==> src/rtl/bridge_hdr_pkg.sv <==
/*
 * Constants and carrier types for the bridge header register bank:
 * register offsets, field positions, reset and hardwired values, AXI
 * response codes and the structs that carry window and bus data.
 * Assumes a 32-bit AXI4-Lite register bus with one word per register.
 */
package bridge_hdr_pkg;

    // Byte addresses of the three words held here
    localparam logic [7:0] OFF_CACHE_LINE = 8'h0c;
    localparam logic [7:0] OFF_BUS_NUMS   = 8'h18;
    localparam logic [7:0] OFF_IO_BASE    = 8'h1c;

    // Reset and hardwired values
    localparam logic [7:0] CACHE_LINE_RST  = 8'h00;
    localparam logic [7:0] LAT_TIMER_VAL   = 8'h00;
    localparam logic [7:0] HDR_TYPE_VAL    = 8'h01;
    localparam logic [7:0] BUS_NUM_RST     = 8'h00;
    localparam logic [3:0] IO_WIDTH_FLAG   = 4'h1;
    localparam logic [3:0] IO_BOTTOM_RST   = 4'h0;

    // Field positions (low bit of each field)
    localparam int CLS_LSB      = 0;
    localparam int PLAT_LSB     = 8;
    localparam int HDR_LSB      = 16;
    localparam int UP_BUS_LSB   = 0;
    localparam int DN_BUS_LSB   = 8;
    localparam int HI_BUS_LSB   = 16;
    localparam int SLAT_LSB     = 24;
    localparam int IO_FLAG_LSB  = 0;
    localparam int IO_BOT_LSB   = 4;

    // Window low-order fill
    localparam logic [11:0] IO_BOTTOM_FILL = 12'h000;
    localparam logic [11:0] IO_TOP_FILL    = 12'hfff;

    // AXI responses
    localparam logic [1:0] RESP_OKAY   = 2'h0;
    localparam logic [1:0] RESP_SLVERR = 2'h2;

    // Decoded register selector
    typedef enum logic [1:0] {
        SEL_NONE  = 2'h0,
        SEL_CLS   = 2'h1,
        SEL_BUS   = 2'h3,
        SEL_IO    = 2'h2
    } reg_sel_t;

    // Window pieces held by neighbouring registers
    typedef struct packed {
        logic [15:0] base_upper;  // Bottom address bits 31:16
        logic [15:0] limit_upper; // Top address bits 31:16
        logic [3:0]  limit_nib;   // Top address bits 15:12
    } io_ext_t;

    // Bus numbers handed to the routing logic
    typedef struct packed {
        logic [7:0] upstream;
        logic [7:0] downstream;
        logic [7:0] highest;
    } bus_nums_t;

endpackage : bridge_hdr_pkg

==> src/rtl/bridge_header_bus_io_regs.sv <==
/*
 * Bridge header register bank: cache line size, latency timers, header
 * type, the three bus numbers and the I/O base register, reached over
 * AXI4-Lite, plus the I/O window check used to decide forwarding.
 * Assumes one clock (aclk), a synchronous active-low reset, and that the
 * I/O limit and upper-16 registers live in a neighbouring block on the
 * same clock, so their values arrive without synchronisers.
 */
// The AXI4-Lite slave port is this design's own decision.
`timescale 1ns/1ps
`default_nettype none

module bridge_header_bus_io_regs #(
    parameter int ADDR_W = 8
) (
    input  wire logic                         aclk,          // Core clock
    input  wire logic                         aresetn,       // Sync reset, low
    input  wire logic                         clk_en,        // Freezes all state when low
    input  wire logic [ADDR_W-1:0]            s_axi_awaddr,  // Write address
    input  wire logic                         s_axi_awvalid, // Write address valid
    output logic                              s_axi_awready, // Write address ready
    input  wire logic [31:0]                  s_axi_wdata,   // Write data
    input  wire logic [3:0]                   s_axi_wstrb,   // Byte enables
    input  wire logic                         s_axi_wvalid,  // Write data valid
    output logic                              s_axi_wready,  // Write data ready
    output logic [1:0]                        s_axi_bresp,   // Write response
    output logic                              s_axi_bvalid,  // Write response valid
    input  wire logic                         s_axi_bready,  // Write response ready
    input  wire logic [ADDR_W-1:0]            s_axi_araddr,  // Read address
    input  wire logic                         s_axi_arvalid, // Read address valid
    output logic                              s_axi_arready, // Read address ready
    output logic [31:0]                       s_axi_rdata,   // Read data
    output logic [1:0]                        s_axi_rresp,   // Read response
    output logic                              s_axi_rvalid,  // Read data valid
    input  wire logic                         s_axi_rready,  // Read data ready
    input  wire bridge_hdr_pkg::io_ext_t      io_ext,        // Neighbouring window fields
    input  wire logic                         io_chk_valid,  // I/O address to check
    input  wire logic [31:0]                  io_chk_addr,   // Address under check
    output logic                              io_hit_valid,  // Check result strobe
    output logic                              io_hit,        // Address inside window
    output logic [31:0]                       io_bottom,     // Window bottom address
    output logic [31:0]                       io_top,        // Window top address
    output bridge_hdr_pkg::bus_nums_t         bus_nums       // Programmed bus numbers
);

    // Map a byte address to a register; low two bits are ignored
    function automatic bridge_hdr_pkg::reg_sel_t decode(input logic [ADDR_W-1:0] a);
        logic [7:0] w;
        w = 8'(a) & 8'hfc;
        if (ADDR_W > 8 && (a >> 8) != '0) begin
            decode = bridge_hdr_pkg::SEL_NONE;
        end else if (w == bridge_hdr_pkg::OFF_CACHE_LINE) begin
            decode = bridge_hdr_pkg::SEL_CLS;
        end else if (w == bridge_hdr_pkg::OFF_BUS_NUMS) begin
            decode = bridge_hdr_pkg::SEL_BUS;
        end else if (w == bridge_hdr_pkg::OFF_IO_BASE) begin
            decode = bridge_hdr_pkg::SEL_IO;
        end else begin
            decode = bridge_hdr_pkg::SEL_NONE;
        end
    endfunction : decode

    // Stored fields
    logic [7:0]        cache_line_size_r;
    logic [7:0]        upstream_bus_r;
    logic [7:0]        downstream_bus_r;
    logic [7:0]        highest_bus_r;
    logic [3:0]        io_window_bottom_r;

    // Write channel holding state
    logic              aw_held_r;
    logic [ADDR_W-1:0] aw_addr_r;
    logic              w_held_r;
    logic [31:0]       w_data_r;
    logic [3:0]        w_strb_r;
    logic              bvalid_r;
    logic [1:0]        bresp_r;

    // Read channel state
    logic              rvalid_r;
    logic [31:0]       rdata_r;
    logic [1:0]        rresp_r;

    // Window check result
    logic              hit_valid_r;
    logic              hit_r;

    logic              wr_go;
    bridge_hdr_pkg::reg_sel_t wr_sel;
    bridge_hdr_pkg::reg_sel_t rd_sel;
    logic [31:0]       rd_word;
    logic [31:0]       bottom_addr;
    logic [31:0]       top_addr;

    // Readies drop while the clock enable is low so no beat is lost
    assign s_axi_awready = clk_en && !aw_held_r && !bvalid_r;
    assign s_axi_wready  = clk_en && !w_held_r && !bvalid_r;
    assign s_axi_arready = clk_en && !rvalid_r;

    // Both halves of a write present, no response pending
    assign wr_go  = clk_en && aw_held_r && w_held_r && !bvalid_r;
    assign wr_sel = decode(aw_addr_r);
    assign rd_sel = decode(s_axi_araddr);

    // Capture write address; either channel may arrive first
    always_ff @(posedge aclk) begin
        if (!aresetn) begin
            aw_held_r <= 1'b0;
            aw_addr_r <= '0;
        end else if (clk_en) begin
            if (s_axi_awvalid && s_axi_awready) begin
                aw_held_r <= 1'b1;
                aw_addr_r <= s_axi_awaddr;
            end else if (wr_go) begin
                aw_held_r <= 1'b0;
            end
        end
    end

    // Capture write data and strobes
    always_ff @(posedge aclk) begin
        if (!aresetn) begin
            w_held_r <= 1'b0;
            w_data_r <= 32'h0000_0000;
            w_strb_r <= 4'h0;
        end else if (clk_en) begin
            if (s_axi_wvalid && s_axi_wready) begin
                w_held_r <= 1'b1;
                w_data_r <= s_axi_wdata;
                w_strb_r <= s_axi_wstrb;
            end else if (wr_go) begin
                w_held_r <= 1'b0;
            end
        end
    end

    // Write response; unmapped words answer SLVERR and change nothing
    always_ff @(posedge aclk) begin
        if (!aresetn) begin
            bvalid_r <= 1'b0;
            bresp_r  <= bridge_hdr_pkg::RESP_OKAY;
        end else if (clk_en) begin
            if (wr_go) begin
                bvalid_r <= 1'b1;
                bresp_r  <= (wr_sel == bridge_hdr_pkg::SEL_NONE) ?
                            bridge_hdr_pkg::RESP_SLVERR : bridge_hdr_pkg::RESP_OKAY;
            end else if (s_axi_bready) begin
                bvalid_r <= 1'b0;
            end
        end
    end

    // Cache line size: kept for legacy software, drives no logic
    always_ff @(posedge aclk) begin
        if (!aresetn) begin
            cache_line_size_r <= bridge_hdr_pkg::CACHE_LINE_RST;
        end else if (wr_go && wr_sel == bridge_hdr_pkg::SEL_CLS && w_strb_r[0]) begin
            cache_line_size_r <= w_data_r[bridge_hdr_pkg::CLS_LSB +: 8];
        end
    end

    // Bus numbers; the latency timer lane is read-only and dropped
    always_ff @(posedge aclk) begin
        if (!aresetn) begin
            upstream_bus_r   <= bridge_hdr_pkg::BUS_NUM_RST;
            downstream_bus_r <= bridge_hdr_pkg::BUS_NUM_RST;
            highest_bus_r    <= bridge_hdr_pkg::BUS_NUM_RST;
        end else if (wr_go && wr_sel == bridge_hdr_pkg::SEL_BUS) begin
            if (w_strb_r[0]) begin
                upstream_bus_r <= w_data_r[bridge_hdr_pkg::UP_BUS_LSB +: 8];
            end
            if (w_strb_r[1]) begin
                downstream_bus_r <= w_data_r[bridge_hdr_pkg::DN_BUS_LSB +: 8];
            end
            if (w_strb_r[2]) begin
                highest_bus_r <= w_data_r[bridge_hdr_pkg::HI_BUS_LSB +: 8];
            end
        end
    end

    // I/O window bottom nibble; the width flag nibble is hardwired
    always_ff @(posedge aclk) begin
        if (!aresetn) begin
            io_window_bottom_r <= bridge_hdr_pkg::IO_BOTTOM_RST;
        end else if (wr_go && wr_sel == bridge_hdr_pkg::SEL_IO && w_strb_r[0]) begin
            io_window_bottom_r <= w_data_r[bridge_hdr_pkg::IO_BOT_LSB +: 4];
        end
    end

    // Read word assembly; unowned bytes of each word read zero
    always_comb begin
        rd_word = 32'h0000_0000;
        case (rd_sel)
            bridge_hdr_pkg::SEL_CLS: begin
                rd_word[bridge_hdr_pkg::CLS_LSB +: 8]  = cache_line_size_r;
                rd_word[bridge_hdr_pkg::PLAT_LSB +: 8] = bridge_hdr_pkg::LAT_TIMER_VAL;
                rd_word[bridge_hdr_pkg::HDR_LSB +: 8]  = bridge_hdr_pkg::HDR_TYPE_VAL;
            end
            bridge_hdr_pkg::SEL_BUS: begin
                rd_word[bridge_hdr_pkg::UP_BUS_LSB +: 8] = upstream_bus_r;
                rd_word[bridge_hdr_pkg::DN_BUS_LSB +: 8] = downstream_bus_r;
                rd_word[bridge_hdr_pkg::HI_BUS_LSB +: 8] = highest_bus_r;
                rd_word[bridge_hdr_pkg::SLAT_LSB +: 8]   = bridge_hdr_pkg::LAT_TIMER_VAL;
            end
            bridge_hdr_pkg::SEL_IO: begin
                rd_word[bridge_hdr_pkg::IO_FLAG_LSB +: 4] = bridge_hdr_pkg::IO_WIDTH_FLAG;
                rd_word[bridge_hdr_pkg::IO_BOT_LSB +: 4]  = io_window_bottom_r;
            end
            default: begin
                rd_word = 32'h0000_0000;
            end
        endcase
    end

    // Read channel: one read in flight, data registered at acceptance
    always_ff @(posedge aclk) begin
        if (!aresetn) begin
            rvalid_r <= 1'b0;
            rdata_r  <= 32'h0000_0000;
            rresp_r  <= bridge_hdr_pkg::RESP_OKAY;
        end else if (clk_en) begin
            if (s_axi_arvalid && s_axi_arready) begin
                rvalid_r <= 1'b1;
                rdata_r  <= rd_word;
                rresp_r  <= (rd_sel == bridge_hdr_pkg::SEL_NONE) ?
                            bridge_hdr_pkg::RESP_SLVERR : bridge_hdr_pkg::RESP_OKAY;
            end else if (s_axi_rready) begin
                rvalid_r <= 1'b0;
            end
        end
    end

    // Window edges: bottom fills low bits with zeros, top with ones
    assign bottom_addr = {io_ext.base_upper, io_window_bottom_r,
                          bridge_hdr_pkg::IO_BOTTOM_FILL};
    assign top_addr    = {io_ext.limit_upper, io_ext.limit_nib,
                          bridge_hdr_pkg::IO_TOP_FILL};

    // Forwarding check, registered so the result is glitch free
    always_ff @(posedge aclk) begin
        if (!aresetn) begin
            hit_valid_r <= 1'b0;
            hit_r       <= 1'b0;
        end else if (clk_en) begin
            hit_valid_r <= io_chk_valid;
            if (io_chk_valid) begin
                hit_r <= (io_chk_addr >= bottom_addr) &&
                         (io_chk_addr <= top_addr);
            end
        end
    end

    // Outputs
    assign s_axi_bvalid = bvalid_r;
    assign s_axi_bresp  = bresp_r;
    assign s_axi_rvalid = rvalid_r;
    assign s_axi_rdata  = rdata_r;
    assign s_axi_rresp  = rresp_r;
    assign io_hit_valid = hit_valid_r;
    assign io_hit       = hit_r;
    assign io_bottom    = bottom_addr; // Window edges track registers directly
    assign io_top       = top_addr;
    assign bus_nums     = '{upstream:   upstream_bus_r,
                            downstream: downstream_bus_r,
                            highest:    highest_bus_r};

endmodule : bridge_header_bus_io_regs

`default_nettype wire

==> config.mk <==
export PLATFORM = sky130hd
export DESIGN_NAME = bridge_header_bus_io_regs
export DESIGN_NICKNAME = d
export VERILOG_FILES = /design/src/rtl/bridge_hdr_pkg.sv /design/src/rtl/bridge_header_bus_io_regs.sv
export SDC_FILE = /design/constraint.sdc
export NUM_CORES = 1
export LEC_CHECK = 0
export BUFFER_PORTS_ARGS = -buffer_cell sky130_fd_sc_hd__buf_4
export CAP_MARGIN = 25
export CORE_MARGIN = 10
export CORE_UTILIZATION = 23
export DETAILED_ROUTE_END_ITERATION = 16
export GPL_TIMING_DRIVEN = 0
export PLACE_DENSITY_LB_ADDON = 0.1
export SLEW_MARGIN = 30
export SYNTH_ARGS = -nofsm -noshare
export SYNTH_HDL_FRONTEND = slang
export SYNTH_SLANG_ARGS = --single-unit
==> constraint.sdc <==
create_clock -name aclk -period 3.1 [get_ports aclk]
set_clock_uncertainty 0.05 [all_clocks]
set_input_delay 0.31 -clock aclk [delete_from_list [all_inputs] [get_ports aclk]]
set_output_delay 0.31 -clock aclk [all_outputs]
set_load 0.01 [all_outputs]
# Word-level counts from Yosys, hierarchy flattened
# Cells that the tools add are included.
[totals] reg_bits=105 inputBits=129 output_inout_bits=131 elab_cells=87
[classes] n_lt_le_gt_ge=2 eq_ne=12 n_mux=17 reduce_logical=39
[ops] cell="32-bit greater-or-equal comparator" n=1
[ops] cell="32-bit <= comparator" n=1
[ops] cell="16-bit case mux with 2 select lines" n=1
[ops] cell="6-bit by 3-bit equality test with 1-bit output, second input constant" n=4
[ops] cell="8-bit case mux with 3 select lines" n=1
[ops] cell="2-bit AND reduction" n=12
[ops] cell="1-bit logical AND" n=17
[ops] cell="2-bit two-way mux" n=8
[ops] cell="6-bit by 2-bit equality test with 1-bit output, second input constant" n=2
[ops] cell="2-bit equality test, second input constant" n=4
[ops] cell="2-bit nonzero test" n=4
[ops] cell="1-bit two-way mux" n=7
[ops] cell="2-bit by 1-bit equality test with 1-bit output, second input constant" n=2
[ops] cell="1-bit zero test" n=4
[ops] cell="2-bit zero test" n=2

# Logic depth before layout (Yosys ltp)
# Gate-level depths: netlist (run 1).
[depth] word_depth=7 depth_mapped=8 depth_no_buf=8

# Worst setup path before layout (run 1)
# No wires, ideal clock.
[synth_timing] kind="input -> register" from="input io_ext[7] in the netlist's numbering" to="register hit_r, in the netlist io_hit" setup_ns=0.087 arrival_time_ns=1.700 t_required_ns=2.963 slack_ns=1.263 path_stages=8 path_buffers=0 cell_sequence="inv_1 > ha_1 > and3_1 > a221o_1 > a22oi_1 > a211o_1 > a21oi_1 > o31ai_1"
[synth_between] elab_chain_len=2
[synth_lines] element="start: declaration" line_no="bridge_header_bus_io_regs.sv:36" source="input wire bridge_hdr_pkg::io_ext_t io_ext,"
[synth_lines] element="32-bit <= comparator" line_no="bridge_header_bus_io_regs.sv:248" source="(io_chk_addr <= top_addr);"
[synth_lines] element="1-bit logical AND" line_no="bridge_header_bus_io_regs.sv:247" source="hit_r <= (io_chk_addr >= bottom_addr) &&"
[synth_lines] element="end signal: assignment" line_no="bridge_header_bus_io_regs.sv:247"
[synth_lines] element="end: declaration" line_no="bridge_header_bus_io_regs.sv:86" source="logic hit_r;"
# No other way between the ends.
# A chain may end at the register's enable or synchronous reset.

# Worst setup path after layout (run 1)
[layout_timing] from="register io_window_bottom_r[2]" to="register hit_r, in the netlist io_hit"
[layout_between] elab_chain_len=2
[layout_lines] element="start: declaration" line_no="bridge_header_bus_io_regs.sv:68" source="logic [3:0] io_window_bottom_r;"
[layout_lines] element="start signal: assignment" line_no="bridge_header_bus_io_regs.sv:184" source="io_window_bottom_r <= bridge_hdr_pkg::IO_BOTTOM_RST;"
[layout_lines] element="start signal: assignment" line_no="bridge_header_bus_io_regs.sv:186" source="io_window_bottom_r <= w_data_r[bridge_hdr_pkg::IO_BOT_LSB +: 4];"
[layout_lines] element="32-bit greater-or-equal comparator" line_no="bridge_header_bus_io_regs.sv:247"
[layout_lines] element="1-bit logical AND" line_no="bridge_header_bus_io_regs.sv:247"
# No other way between the ends.

==> metrics.txt, run 1 <==
post-CTS setup buffers=0; final hold violations=0; met2 wire length=8.938 mm; reg-to-reg setup timing slack=1.06 ns; gpl congestion=0.7767; total track usage=12.76%; vias in the first global route=5241; RSZ-0062 raised after global routing=false; final period utilization=65.85%; CP Class=flip-flop to flip-flop; top-count cell post-synth=nand2_1; largest net degree at the start of global routing=15; Port Buf Inserts=210; setup_tns=0 ns; max cap viols=0; Async SR Flop Fraction=0%; Initial Util=23.56%; Slew HR=61.08%; HP Class=primary input to flip-flop; Post-CTS Resized=0; grt total ovfl=0; cts-stage hold buffer count=0; Core Rows=56; DR top layer=met4; cell mode on critical path=o21ai_0; Post-Route M1 WL=9.446 mm; Final min period=2.041 ns; Worst path max stage delay=0.39 ns; post-synth cell types=48; clock sink total=101; post-route setup slack=1.059 ns; CTS clk-pin slew, worst paths=0.07 ns; ANT nets after route=0; pwr dens=374.1 nW/um2; Crit path max-delay family=compound AO/OA/AOI/OAI gates; HPWL Detailed=16.85 mm; commonest cells in the netlist=105 x nand2_1, 101 x dfxtp_1, 71 x buf_4, 42 x inv_1, 40 x ha_1; Mapped Avg Cell Area=8.506 um2; WL final=20.05 mm; crit-path max FO=4; CP Data Arrival Time=2.23 ns; worst path required time=3.28 ns; CTS max path bufs=2; Lkg Pwr=3.634 nW; flops & latches, synth=101; Post-Syn Area=5563 um2; Yosys top cell area share=36.35%; DP Worst Slack=0.9956 ns; ranking of synthesized cells by area=dfxtp_1 36%, buf_4 9.6%, ha_1 9.0%; clock buffer count from CTS=9; Die H=175.5 um; Worst R2R Start=io_window_bottom_r[2]$_SDFFE_PN0P_; chip width=175.5 um; Setup violations, final=0; Register-to-Register Path Depth=8; first-pass iteration count of the detailed router=4; Final Slew Violations=0; CTS tree=yes; Area Growth Syn to Fin=42.62%; Final Total Pwr=2.968 mW; initial drt markers=166; cell taking the most area after synthesis=dfxtp_1; CP max stage cell=a311oi_1; core area=23610 um2; endpoint class of the critical path=flip-flop; drt drc=0; die area=30810 um2; met3 routed WL=1.397 mm; CP startpoint kind=flip-flop; CTS root buf=clkbuf_16; yosys warns=0; first-pass GRT wire length=31.00 mm; Top Ports=260; Vias/cell=4.015; Syn Inst Count=654; Hold Crit Start=s_axi_wdata[3]; Final #Nets=1076; sequential area share after synthesis=36.35%; EDFF count, synth=0; hold worst-path end=w_data_r[3]$_SDFFE_PN0P_; outcome=completed; hold path cells=3; initial antenna violation count=0; Max Freq=489.9 MHz; Worst-Skew Late Latency=0.35 ns; Clock H-tree levels=3; Fin Hold WS=0.1626 ns; layout cells sized above 1=34.14%; Crit Reg-Reg Endpoint=io_hit$_SDFFE_PN0P_; ys flop type=dfxtp_1; routed vias=4938; CP Cell Sequence=inv_1, ha_1, o21ai_0, a21oi_1, a311oi_1, o21ai_0, a31oi_1, o31ai_1; Max VDD drop=0.0002251 V; worst-margin pin slew=0.5838 ns; diode count=0; buffers and inverters on the worst path=1; drt wl/cell=16.30 um
==> placed cells by master (no fill, tap or decap), drive strengths merged, types with 14 or more instances in the layout <==
| master | Yosys | final |
|---|---|---|
| nand3 | 34 | 34 |
| o21ai | 14 | 14 |
| conb | 2 | 34 |
| nor2b | 38 | 38 |
| a22oi | 23 | 23 |
| clkbuf | 19 | 32 |
| a21oi | 18 | 18 |
| nand2 | 106 | 106 |
| a21boi | 54 | 54 |
| inv | 42 | 42 |
| mux2i | 18 | 18 |
| ha | 40 | 40 |
| dfxtp | 101 | 101 |
| buf | 80 | 290 |
==> area by class of cell <==
type / count / area, um2
multi-input combinational: 444 / 2841
sequential: 101 / 2022
tap: 319 / 399.1
clock inverter: 2 / 35.03
buffer: 99 / 661.9
inverter: 42 / 157.7
fill: 2565 / 15680
clock buffer: 13 / 240.2
timing repair buffer: 210 / 1577
==> cells by family after synthesis <==
logic type / count (synthesis) / synth area share (%)
simple gates: 223 / 20.04
mux: 22 / 4.048
buf+inv: 141 / 14.73
flops: 101 / 36.35
fa+ha+maj: 40 / 8.997
compound gates: 125 / 15.70
other cells: 2 / 0.1350
==> power breakdown <==
part | internal (mW) | switching, mW | total, mW
clock network | 0.622 | 0.485 | 1.11
registers | 1.32 | 0.0184 | 1.34
logic | 0.279 | 0.240 | 0.519
==> sequential cells by signal, summed over array words and instances, names as in the netlist, 3 cells and up <==
signal and flops:
s_axi_rdata 24, w_data_r 24, aw_addr_r 6, upstream_bus_r 8, highest_bus_r 8, io_window_bottom_r 4, w_strb_r 3, downstream_bus_r 8
cache_line_size_r 8
==> metrics by stage <==
| stage | util (%) | area (um2) | std cells |
|---|---|---|---|
| finish | 33.60 | 7934 | 1230 |
| global route | 33.60 | 7934 | 1230 |
| CTS | 33.60 | 7934 | 1230 |
| detailed placement | 32.43 | 7659 | 1215 |
| global placement | 32.43 | 7659 | 1215 |
| floorplan | - | 5683 | 686 |
==> worst max-delay path by stage <==
stage	cells after the start	slack [ns]	endpoint	start
2_1_floorplan	8	1.26	io_hit$_SDFFE_PN0P_	io_ext[7]
6_report	8	1.06	io_hit$_SDFFE_PN0P_	io_window_bottom_r[2]$_SDFFE_PN0P_
4_1_cts	8	1.06	io_hit$_SDFFE_PN0P_	io_window_bottom_r[2]$_SDFFE_PN0P_
3_5_place_dp	7	1.0	s_axi_rdata[23]$_SDFFE_PN0P_	s_axi_araddr[5]
5_1_grt	8	0.86	io_hit$_SDFFE_PN0P_	io_window_bottom_r[2]$_SDFFE_PN0P_
3_3_place_gp	7	0.99	s_axi_rdata[23]$_SDFFE_PN0P_	s_axi_araddr[5]
==> metal layers <==
metal  global-route usage (%)  vias to the layer above
li1                         -                     2627
met2                    20.81                      152
met5                        0                        -
met1                    16.02                     2140
met4                    3.285                        0
met3                    3.860                       19
==> tightest hold or removal path: cells and delay by family <==
family,cells,cell delay (ns)
buf+inv,1,0.11
simple gates,1,0.05
compound gates,1,0.05
Power figures use the tool's default switching activity.
==> inputs of run 2 (changes only) <==
clock period = 1.8 ns   (was 3.1 ns; I/O delays follow)
==> metrics.txt, run 2 (same netlist as run 1, synthesis figures left out) <==
Final min period=1.795 ns (was 2.041 ns); CP startpoint kind=flip-flop (unchanged); Final Cell Area=8130 um2 (was 7934 um2); HPWL Detailed=16.85 mm (unchanged); Area Growth Syn to Fin=46.15% (was 42.62%); final period utilization=99.72% (was 65.85%); CP Class=flip-flop to flip-flop (unchanged); CTS root buf=clkbuf_16 (unchanged); CTS tree=yes (unchanged); core area=23610 um2 (unchanged); Core Rows=56 (unchanged); WL final=20.11 mm (was 20.05 mm); Top Ports=260 (unchanged); Comb power frac=17.7% (was 17.5%); commonest cells after routing, fill and taps aside=287 x buf_4, 100 x nand2_1, 97 x dfxtp_1, 41 x inv_1, 39 x ha_1 (was 281 x buf_4, 105 x nand2_1, 101 x dfxtp_1, 42 x inv_1, 40 x ha_1); ANT nets after route=0 (unchanged); CP Data Arrival Time=2.01 ns (was 2.23 ns); RSZ-0062 raised after global routing=true (was false); final hold violations=0 (unchanged); grt total ovfl=0 (unchanged); crit-path max FO=3 (was 4); clock sink total=101 (unchanged); Clock power frac=37.2% (was 37.3%); utilization after layout=34.43% (was 33.60%); HP Class=primary input to flip-flop (unchanged); total track usage=12.77% (was 12.76%); Vias/cell=4.038 (was 4.015); Net Switching=1.285 mW (was 0.7428 mW); part of the power in registers=45.1% (was 45.2%); die area=30810 um2 (unchanged); diode count=0 (unchanged); Port Buf Inserts=210 (unchanged); Setup violations, final=0 (unchanged); worst-margin pin slew=0.5573 ns (was 0.5838 ns); chip width=175.5 um (unchanged); endpoint class of the critical path=flip-flop (unchanged); max cap viols=0 (unchanged); worst path required time=2.01 ns (was 3.28 ns); CTS max path bufs=2 (unchanged); initial antenna violation count=0 (unchanged); Die H=175.5 um (unchanged); CTS clk-pin slew, worst paths=0.07 ns (about the same); outcome=completed (unchanged); initial drt markers=154 (was 166); Clock H-tree levels=3 (unchanged); largest net degree at the start of global routing=15 (unchanged); clock buffer count from CTS=9 (unchanged); Worst-Skew Late Latency=0.35 ns (about the same); Final #Nets=1084 (was 1076); placed instance area=7659 um2 (unchanged); routed vias=4999 (was 4938); vias in the first global route=5248 (was 5241); first-pass GRT wire length=31.04 mm (was 31.00 mm); Max VDD drop=0.0003906 V (was 0.0002251 V); gpl congestion=0.7767 (unchanged); first-pass iteration count of the detailed router=4 (unchanged); Filler cells=2536 (was 2565); pwr dens=630.5 nW/um2 (was 374.1 nW/um2); commonest non-fill, non-tap cell in the layout=buf_4 (unchanged); layout cells sized above 1=37.11% (was 34.14%); Lkg Pwr=3.711 nW (was 3.634 nW); Initial Util=23.56% (unchanged); Max Freq=557.1 MHz (was 489.9 MHz); Switching Share=25.07% (was 25.03%); Int Pwr=3.841 mW (was 2.225 mW); Slew HR=62.84% (was 61.08%); drt drc=0 (unchanged); drt wl/cell=16.25 um (was 16.30 um); Final Slew Violations=0 (unchanged)
run 2: routing by layer:
metal,track usage [%],vias to the layer above,part of all wire (%)
li1,-,2644,-
met1,16.04,2179,47
met2,20.81,159,45
met3,3.860,17,7.0
met4,3.285,0,1.3
met5,0,-,0
run 2: final timing paths:
check / slack (ns) / depth (start not counted) / end / startpoint
max: 0.005 / 8 / io_hit$_SDFFE_PN0P_ / io_window_bottom_r[2]$_SDFFE_PN0P_
min: 0.03 / 3 / w_data_r[3]$_SDFFE_PN0P_ / s_axi_wdata[3]
max reg2reg: 0.005 / 8 / io_hit$_SDFFE_PN0P_ / io_window_bottom_r[2]$_SDFFE_PN0P_
min reg2reg: 0.41 / 2 / w_data_r[12]$_SDFFE_PN0P_ / w_data_r[12]$_SDFFE_PN0P_
run 2: through the flow:
step	TNS, ns	setup WS (ns)	power [mW]	hold WS [ns]	instances
2_1_floorplan	0	0.09349	2.833	0.2648	686
4_1_cts	-0.03185	-0.03185	5.195	0.02183	1230
5_1_grt	-0.1109	-0.1109	5.416	0.03165	1238
3_3_place_gp	-4.645	-0.2359	3.264	0.3891	1215
3_5_place_dp	-4.024	-0.2358	3.266	0.3943	1215
6_report	0	0.005128	5.126	0.03121	1238
run 2: final cells by class:
class / instances / area (um2) / area share, %
clock inverters: 2 / 35.03 / 0.4309
repair buffers: 219 / 1677 / 20.62
well taps: 319 / 399.1 / 4.909
plain buffers: 98 / 685.7 / 8.433
flip-flops and latches: 101 / 2027 / 24.93
inverters: 42 / 157.7 / 1.939
multi-input cells: 444 / 2909 / 35.78
clock buffers: 13 / 240.2 / 2.955
run 2: repair_timing:
item,in CTS,in global routing
gates cloned,0,3
buffers inserted,0,6
setup endpoints to repair,46,64
gates resized for setup,12,24
hold buffers,0,0
pin swaps,2,8
run 2: critical path, stage by stage, from the launching register on:
cell and delay, ns:
dfxtp_2 0.35, inv_2 0.05, ha_4 0.25, nand2b_1 0.06, nor4_2 0.29, a311oi_2 0.16, o21ai_2 0.20, a31oi_1 0.11
o31ai_1 0.19
run 2: power by group through the flow:
stage | combinational [mW] | clock (mW) | sequential [mW]
global route | 1.02 | 2.08 | 2.32
finish | 0.907 | 1.91 | 2.31
detailed placement | 0.904 | 0 | 2.36
global placement | 0.903 | 0 | 2.36
CTS | 0.912 | 1.97 | 2.31
floorplan | 0.478 | 0 | 2.36
